--- config.mk ---
export PLATFORM = sky130hd
export DESIGN_NAME = fqtu_host
export DESIGN_NICKNAME = d
export VERILOG_FILES = /design/src/hw/fqtu_pkg.sv /design/src/hw/fqtu_query_rom.sv /design/src/hw/fqtu_host.sv
export VERILOG_INCLUDE_DIRS = /design/src /design/src/hw
export SDC_FILE = /design/constraint.sdc
export NUM_CORES = 1
export LEC_CHECK = 0
export ABC_AREA = 1
export BUFFER_PORTS_ARGS = -buffer_cell sky130_fd_sc_hd__buf_2
export CAP_MARGIN = 20
export CORE_MARGIN = 5
export CORE_UTILIZATION = 35
export CTS_BUF_LIST = sky130_fd_sc_hd__clkbuf_8
export CTS_CLUSTER_DIAMETER = 200
export DETAILED_ROUTE_END_ITERATION = 16
export MAX_ROUTING_LAYER = met4
export PLACE_DENSITY = 0.66
export SYNTH_ARGS = -nofsm -noshare
export SYNTH_HDL_FRONTEND = slang
export SYNTH_SLANG_ARGS = --single-unit
--- constraint.sdc ---
create_clock -name mclk_in -period 2.45 [get_ports mclk_in]
set_clock_uncertainty 0.15 [all_clocks]
set_input_delay 0.1225 -clock mclk_in [delete_from_list [all_inputs] [get_ports mclk_in]]
set_output_delay 0.1225 -clock mclk_in [all_outputs]
set_load 0.05 [all_outputs]
--- src/hw/fqtu_defines.svh ---
// constants of the flash query / temporary unprotect host controller
// assumes a 50 MHz clock and a flash part wired to the pins of fqtu_host
//
// Operation
// - unprotect lasts only while the reset pin is held at the elevated voltage
// - query entry is 98h written to word address 55h or byte address AAh
// - in word mode address bits A7 and up are zero during query reads
// - from array read, query mode ends only on the reset command
`ifndef FQTU_DEFINES_SVH
`define FQTU_DEFINES_SVH

// ====================================================================
// commands and addresses
`define FQTU_QUERY_CMD 8'h98
`define FQTU_RESET_CMD 8'hf0
`define FQTU_QRY_ADDR_WORD 21'h000055
`define FQTU_QRY_ADDR_BYTE 21'h0000aa
`define FQTU_IX_FIRST 8'h10
`define FQTU_IX_LAST 8'h3c

// ====================================================================
// timing
`define FQTU_CLK_NS 20
`define FQTU_T_PHASE_NS 80
`define FQTU_PHASE_CYC ((`FQTU_T_PHASE_NS + `FQTU_CLK_NS - 1) / `FQTU_CLK_NS)

// ====================================================================
// query table, nonzero entries plus the zero default
`define FQTU_IX_SIG0 8'h10
`define FQTU_IX_SIG1 8'h11
`define FQTU_IX_SIG2 8'h12
`define FQTU_IX_PCMD 8'h13
`define FQTU_IX_PEXT 8'h15
`define FQTU_IX_VMIN 8'h1b
`define FQTU_IX_VMAX 8'h1c
`define FQTU_IX_TWR 8'h1f
`define FQTU_IX_TER 8'h21
`define FQTU_IX_MWR 8'h23
`define FQTU_IX_MER 8'h25
`define FQTU_IX_SIZE 8'h27
`define FQTU_IX_IFC 8'h28
`define FQTU_IX_NREG 8'h2c
`define FQTU_IX_R1C 8'h2f
`define FQTU_IX_R2A 8'h31
`define FQTU_IX_R2C 8'h33
`define FQTU_IX_R3C 8'h37
`define FQTU_IX_R4A 8'h39
`define FQTU_IX_R4D 8'h3c
`define FQTU_V_SIG0 16'h0051
`define FQTU_V_SIG1 16'h0052
`define FQTU_V_SIG2 16'h0059
`define FQTU_V_PCMD 16'h0002
`define FQTU_V_PEXT 16'h0040
`define FQTU_V_VMIN 16'h0027
`define FQTU_V_VMAX 16'h0036
`define FQTU_V_TWR 16'h0004
`define FQTU_V_TER 16'h000a
`define FQTU_V_MWR 16'h0005
`define FQTU_V_MER 16'h0004
`define FQTU_V_SIZE 16'h0015
`define FQTU_V_IFC 16'h0002
`define FQTU_V_NREG 16'h0004
`define FQTU_V_R1C 16'h0040
`define FQTU_V_R2A 16'h0001
`define FQTU_V_R2C 16'h0020
`define FQTU_V_R3C 16'h0080
`define FQTU_V_R4A 16'h001e
`define FQTU_V_R4D 16'h0001
`define FQTU_V_ZERO 16'h0000

`endif

--- src/hw/fqtu_pkg.sv ---
// types of the flash query / temporary unprotect host controller
// assumes fqtu_defines.svh for all numbers
package fqtu_pkg;

    // ====================================================================
    // sequencer states
    typedef enum logic [3:0] {
        FQTU_S_IDLE = 4'b0001,
        FQTU_S_WR = 4'b0010,
        FQTU_S_WRH = 4'b0100,
        FQTU_S_RD = 4'b1000
    } fqtu_state_t;

    // ====================================================================
    // flash bus pins; addr bit 0 is A-1 in byte mode
    typedef struct packed {
        logic [20:0] addr;
        logic [15:0] dq;
        logic dq_oe;
        logic ce_n;
        logic oe_n;
        logic we_n;
    } fqtu_pins_t;

endpackage

--- src/hw/fqtu_query_rom.sv ---
// expected query table contents by word index
// assumes index is a word address of the query table
`timescale 1ns/1ps
`include "fqtu_defines.svh"

module fqtu_query_rom import fqtu_pkg::*; (
    input wire logic [7:0] idx_in,
    output logic [15:0] exp_out
);
    // ====================================================================
    // lookup; all unlisted entries are zero
    always_comb begin
        exp_out = `FQTU_V_ZERO;
        case (idx_in)
            `FQTU_IX_SIG0: exp_out = `FQTU_V_SIG0;
            `FQTU_IX_SIG1: exp_out = `FQTU_V_SIG1;
            `FQTU_IX_SIG2: exp_out = `FQTU_V_SIG2;
            `FQTU_IX_PCMD: exp_out = `FQTU_V_PCMD;
            `FQTU_IX_PEXT: exp_out = `FQTU_V_PEXT;
            `FQTU_IX_VMIN: exp_out = `FQTU_V_VMIN;
            `FQTU_IX_VMAX: exp_out = `FQTU_V_VMAX;
            `FQTU_IX_TWR: exp_out = `FQTU_V_TWR;
            `FQTU_IX_TER: exp_out = `FQTU_V_TER;
            `FQTU_IX_MWR: exp_out = `FQTU_V_MWR;
            `FQTU_IX_MER: exp_out = `FQTU_V_MER;
            `FQTU_IX_SIZE: exp_out = `FQTU_V_SIZE;
            `FQTU_IX_IFC: exp_out = `FQTU_V_IFC;
            `FQTU_IX_NREG: exp_out = `FQTU_V_NREG;
            `FQTU_IX_R1C: exp_out = `FQTU_V_R1C;
            `FQTU_IX_R2A: exp_out = `FQTU_V_R2A;
            `FQTU_IX_R2C: exp_out = `FQTU_V_R2C;
            `FQTU_IX_R3C: exp_out = `FQTU_V_R3C;
            `FQTU_IX_R4A: exp_out = `FQTU_V_R4A;
            `FQTU_IX_R4D: exp_out = `FQTU_V_R4D;
            default: exp_out = `FQTU_V_ZERO;
        endcase
    end
endmodule // fqtu_query_rom

--- src/hw/fqtu_host.sv ---
// host controller: reads and checks the flash query table, drives unprotect
// assumes flash pins are wired to pins_out/dq_in and dq_in is synchronous
`timescale 1ns/1ps
`include "fqtu_defines.svh"

module fqtu_host import fqtu_pkg::*; #(
    parameter int PHASE_CYC = `FQTU_PHASE_CYC,
    parameter logic [7:0] RESET_CMD = `FQTU_RESET_CMD
) (
    input wire logic mclk_in,
    input wire logic rst_in,
    input wire logic start_in,
    input wire logic autosel_in,
    input wire logic byte_mode_in,
    input wire logic unprotect_req_in,
    input wire logic [15:0] dq_in,
    output fqtu_pins_t pins_out,
    output logic byte_n_out,
    output logic rst_n_out,
    output logic elevated_id_voltage_out,
    output logic busy_out,
    output logic done_out,
    output logic rd_valid_out,
    output logic [7:0] rd_index_out,
    output logic [15:0] rd_data_out,
    output logic mismatch_out,
    output logic back_to_id_out
);
    // ====================================================================
    // state
    fqtu_state_t state_ff, nxt_state;
    logic [7:0] cnt_ff, nxt_cnt;
    logic [7:0] idx_ff, nxt_idx;
    logic exit_ff, nxt_exit;
    logic from_id_ff;
    fqtu_pins_t nxt_pins;

    // ====================================================================
    // decode
    wire logic ph_end = (cnt_ff == 8'(PHASE_CYC - 1));
    wire logic last_idx = (idx_ff == `FQTU_IX_LAST);
    wire logic idle_start = (state_ff == FQTU_S_IDLE) && start_in;
    wire logic rd_sample = (state_ff == FQTU_S_RD) && ph_end;
    wire logic wr_done = (state_ff == FQTU_S_WRH) && ph_end;
    // byte mode doubles the index; word mode keeps A7 and up at zero
    wire logic [20:0] rd_addr = byte_mode_in ? {12'h000, nxt_idx, 1'b0} : {13'h0000, nxt_idx};
    wire logic [20:0] entry_addr = byte_mode_in ? `FQTU_QRY_ADDR_BYTE : `FQTU_QRY_ADDR_WORD;
    wire logic [15:0] exp_word;
    wire logic [15:0] exp_cmp = byte_mode_in ? {8'h00, exp_word[7:0]} : exp_word;
    wire logic [15:0] rd_cmp = byte_mode_in ? {8'h00, dq_in[7:0]} : dq_in;
    wire logic mism_now = rd_sample && (exp_cmp != rd_cmp);

    fqtu_query_rom u_rom (
        .idx_in(idx_ff),
        .exp_out(exp_word)
    );

    // ====================================================================
    // sequencer: entry write, table reads, reset-command write
    always_comb begin
        nxt_state = state_ff;
        nxt_idx = idx_ff;
        nxt_exit = exit_ff;
        nxt_cnt = ph_end ? 8'h00 : cnt_ff + 8'h01;
        unique case (state_ff)
            FQTU_S_IDLE: begin
                nxt_cnt = 8'h00;
                if (start_in) begin
                    nxt_state = FQTU_S_WR;
                    nxt_exit = 1'b0;
                end
            end
            FQTU_S_WR: begin
                if (ph_end) begin
                    nxt_state = FQTU_S_WRH;
                end
            end
            FQTU_S_WRH: begin
                if (ph_end) begin
                    nxt_state = exit_ff ? FQTU_S_IDLE : FQTU_S_RD;
                    nxt_idx = `FQTU_IX_FIRST;
                end
            end
            FQTU_S_RD: begin
                // reads never leave query mode; only the reset write does
                if (ph_end && last_idx) begin
                    nxt_state = FQTU_S_WR;
                    nxt_exit = 1'b1;
                end else if (ph_end) begin
                    nxt_idx = idx_ff + 8'h01;
                end
            end
        endcase
    end

    // ====================================================================
    // pin levels for the coming state
    always_comb begin
        nxt_pins = '{addr: 21'h000000, dq: 16'h0000, dq_oe: 1'b0, ce_n: 1'b1, oe_n: 1'b1, we_n: 1'b1};
        unique case (nxt_state)
            FQTU_S_IDLE: nxt_pins.addr = 21'h000000;
            FQTU_S_WR, FQTU_S_WRH: begin
                // reset write address is a don't care, zero is used
                nxt_pins.addr = nxt_exit ? 21'h000000 : entry_addr;
                nxt_pins.dq = {8'h00, nxt_exit ? RESET_CMD : `FQTU_QUERY_CMD};
                nxt_pins.dq_oe = 1'b1;
                nxt_pins.ce_n = (nxt_state == FQTU_S_WRH);
                nxt_pins.we_n = (nxt_state == FQTU_S_WRH);
            end
            FQTU_S_RD: begin
                nxt_pins.addr = rd_addr;
                nxt_pins.ce_n = 1'b0;
                nxt_pins.oe_n = 1'b0;
            end
        endcase
    end

    // ====================================================================
    // registers
    always_ff @(posedge mclk_in) begin
        if (rst_in) begin
            state_ff <= FQTU_S_IDLE;
            cnt_ff <= 8'h00;
            idx_ff <= 8'h00;
            exit_ff <= 1'b0;
            pins_out <= '{addr: 21'h000000, dq: 16'h0000, dq_oe: 1'b0, ce_n: 1'b1, oe_n: 1'b1, we_n: 1'b1};
            busy_out <= 1'b0;
        end else begin
            state_ff <= nxt_state;
            cnt_ff <= nxt_cnt;
            idx_ff <= nxt_idx;
            exit_ff <= nxt_exit;
            pins_out <= nxt_pins;
            busy_out <= (nxt_state != FQTU_S_IDLE);
        end
    end

    always_ff @(posedge mclk_in) begin
        if (rst_in) begin
            from_id_ff <= 1'b0;
            back_to_id_out <= 1'b0;
            done_out <= 1'b0;
            rd_valid_out <= 1'b0;
            rd_index_out <= 8'h00;
            rd_data_out <= 16'h0000;
            mismatch_out <= 1'b0;
        end else begin
            if (idle_start) begin
                from_id_ff <= autosel_in;
            end
            // reset write from autoselect lands back in autoselect
            if (idle_start) begin
                back_to_id_out <= 1'b0;
            end else if (wr_done && exit_ff) begin
                back_to_id_out <= from_id_ff;
            end
            done_out <= wr_done && exit_ff;
            rd_valid_out <= rd_sample;
            if (rd_sample) begin
                rd_index_out <= idx_ff;
                rd_data_out <= rd_cmp;
            end
            // a miss in the start cycle cannot occur; set still wins over clear
            mismatch_out <= mism_now || (mismatch_out && !idle_start);
        end
    end

    // reset pin held high; unprotect only follows the request level
    always_ff @(posedge mclk_in) begin
        if (rst_in) begin
            elevated_id_voltage_out <= 1'b0;
            byte_n_out <= 1'b1;
            rst_n_out <= 1'b0;
        end else begin
            elevated_id_voltage_out <= unprotect_req_in;
            byte_n_out <= !byte_mode_in;
            rst_n_out <= 1'b1;
        end
    end
endmodule // fqtu_host

==> metrics.txt <==
outcome completed; clock slew at reported path FFs 0.08 ns; H-Tree Depth 3; total overflow reported by the global router 0; synthesized cell area 0.00380 mm2; clock tree from TritonCTS built; starting utilization of the core area 35.4%; Layout Cells excl Fill 772; number of cells in the design after placement 734; placement-stage worst setup slack 0.00672 ns; Final Critical Period 2.27 ns; buffer type at the clock tree root clkbuf_8; count of port buffers added during placement 71; clock latency on the worst-skew pair 0.35 ns; CP max FO 4; Chip Height 114 um; final weighted congestion of routability-driven global placement 0.923; diode insertion count for antenna repair 0; wire length of the first global-routing pass 15200 um; Synth warnings 0; reg2reg path depth 19; Syn Area/Cell 7.34 um2; reported max-cap violation count 0; main flop type after synthesis dfxtp_1; count of unique library cells instantiated by Yosys 37; total via count in the routed design 3572; Worst setup SP type flop; clk sinks 78; Arrival @ worst endpoint 2.36 ns; Max Clock Freq 440 MHz; classification of the worst-slack hold path input pin to flop; type of the worst setup path flop to flop; period utilisation layout 92.7%; final count of pins violating max slew 0; TritonCTS Buffers 9; Max clock buf depth 2; hpwl dp 7210 um; post-synthesis instance total 518; via count of the first global-routing pass 3249; DRT antenna net count 0; initial antenna violation count 0; die outline area 0.0130 mm2; DRC violation count after routing 0; average detailed-routed wire length per instance 12.5 um; Area Overhead vs Synth 25.6%; Critical Path RT 2.54 ns; proportion of register bits with asynchronous set or reset after synthesis 0%; GRT Util Overall 15.0%; static leakage 2.32 nW; Final Hold Fails 0; number of iterations in the first detailed-routing pass 4; depth of the worst hold-timing path 4; share of final-layout standard cells stronger than drive strength 1 26.4%; via count normalized by instance count 4.63; drt initial violations 168; maximum number of pins on one net before global-route repair 30; top-level I/O count 95; post-route total power 2.39 mW; unrepaired setup endpoints after global routing true; largest vdd supply drop 0.274 mV; final worst slack 0.180 ns; Setup violations, final 0; PwrDens 501 mW/mm2; CP Capture Type flop; Routed Wire Length 9630 um; sequential element share of the synthesized area 41.1%; number of enable-type register cells in the synthesized netlist 0; Die Width 114 um; FP Rows 38; area of the core region 0.0107 mm2; Seq cells post-synth 78; NumNets Final 658
## cell usage after synthesis (3+ instances only)
| library cell | n | area, um2 |
|---|---|---|
| a21oi_1 | 22 | 110 |
| a21oi_2 | 4 | 35.0 |
| a21oi_4 | 3 | 48.8 |
| buf_2 | 4 | 20.0 |
| buf_4 | 25 | 188 |
| clkbuf_1 | 8 | 30.0 |
| dfxtp_1 | 78 | 1560 |
| ha_1 | 6 | 75.1 |
| inv_1 | 44 | 165 |
| inv_2 | 6 | 22.5 |
| nand2_1 | 117 | 439 |
| nand2_2 | 6 | 37.5 |
| nand3_1 | 26 | 130 |
| nand3_2 | 6 | 60.1 |
| nand4_1 | 9 | 56.3 |
| nor2_1 | 68 | 255 |
| nor2_2 | 5 | 31.3 |
| nor3_1 | 8 | 40.0 |
| o211ai_1 | 5 | 37.5 |
| o21ai_0 | 36 | 180 |
| o21ai_2 | 3 | 26.3 |
| or2_2 | 3 | 18.8 |
| xnor2_1 | 4 | 35.0 |
| xor2_1 | 5 | 43.8 |
## path summary, 6_finish.rpt
check,slack (ns),endpoint,start
max,0.18,flop,cnt_ff[1]
min,0.06,rd_data_out[4],rst_in
max reg2reg,0.18,flop,cnt_ff[1]
min reg2reg,0.32,from_id_ff,from_id_ff
## timing repair
item,in CTS,in global routing
pin swaps,0,4
buffers inserted,0,5
resized for setup,1,20
endpoints found under the setup margin,1,16
hold endpoints to repair,22,0
hold buffers,20,0
## layout by cell type (no fill, tap or decap), drive strengths merged
master	n
clkbuf	10
or2	3
o41ai	2
inv	51
a21oi	29
nand3b	1
ha	6
xor2	5
xnor2	4
nand3	32
nor3	8
nor2	76
nand2	125
dfxtp	78
nand4	10
nor4	1
conb	23
o21ai	41
a211oi	1
o211ai	5
clkinv	4
nor3b	1
buf	96
dlygate4sd3	20
## worst max-delay path, cell delays in order (launching register included)
cell	delay [ns]
dfxtp_2	0.36
ha_4	0.15
nand2_1	0.07
nor2_1	0.10
nand2_1	0.08
ha_1	0.27
inv_1	0.04
nand3_1	0.06
nand2_1	0.05
inv_1	0.06
nand2_2	0.07
nand2_4	0.09
inv_2	0.05
ha_4	0.15
nand4_1	0.09
nand2_1	0.06
nand2_1	0.07
nand2_1	0.05
nor2_1	0.09
nand2_1	0.05
## final cells by class
class | count | area [um2]
timing repair buffer | 117 | 748
fill | 1094 | 5970
clock buffer | 9 | 124
clock inverter | 4 | 18.8
sequential | 78 | 1570
multi-input combinational | 373 | 1950
inverter | 51 | 191
tap | 140 | 175
## kinds of logic after synthesis
family	synth area share (%)
compound gates	12.4
xor+xnor	2.07
fa+ha+maj	1.97
buf+inv	11.6
flops	41.1
other cells	0.0986
simple gates	30.7
## layer usage
layer	track usage, %	wire length, um
met5	-	0
met4	5.23	129
met3	3.07	647
met2	24.7	4730
met1	18.2	4120
## per-stage QoR
step           util [%]  hold slack, ns  instance area [um2]  setup TNS [ns]
2_1_floorplan         -          0.0568                 3880               0
3_3_place_gp       40.2           0.172                 4320               0
3_5_place_dp       40.2           0.189                 4320               0
4_1_cts            43.4          0.0216                 4670               0
5_1_grt            44.4          0.0877                 4780         -0.0424
6_report           44.4          0.0589                 4780               0
## power breakdown
| part | leakage, nW | internal [mW] | switching [mW] |
|---|---|---|---|
| registers | 0.634 | 1.29 | 0.00941 |
| clock network | 0.0818 | 0.342 | 0.427 |
| logic | 1.60 | 0.0815 | 0.242 |
| total | 2.32 | 1.72 | 0.679 |
(Power assumes the default switching activity.)
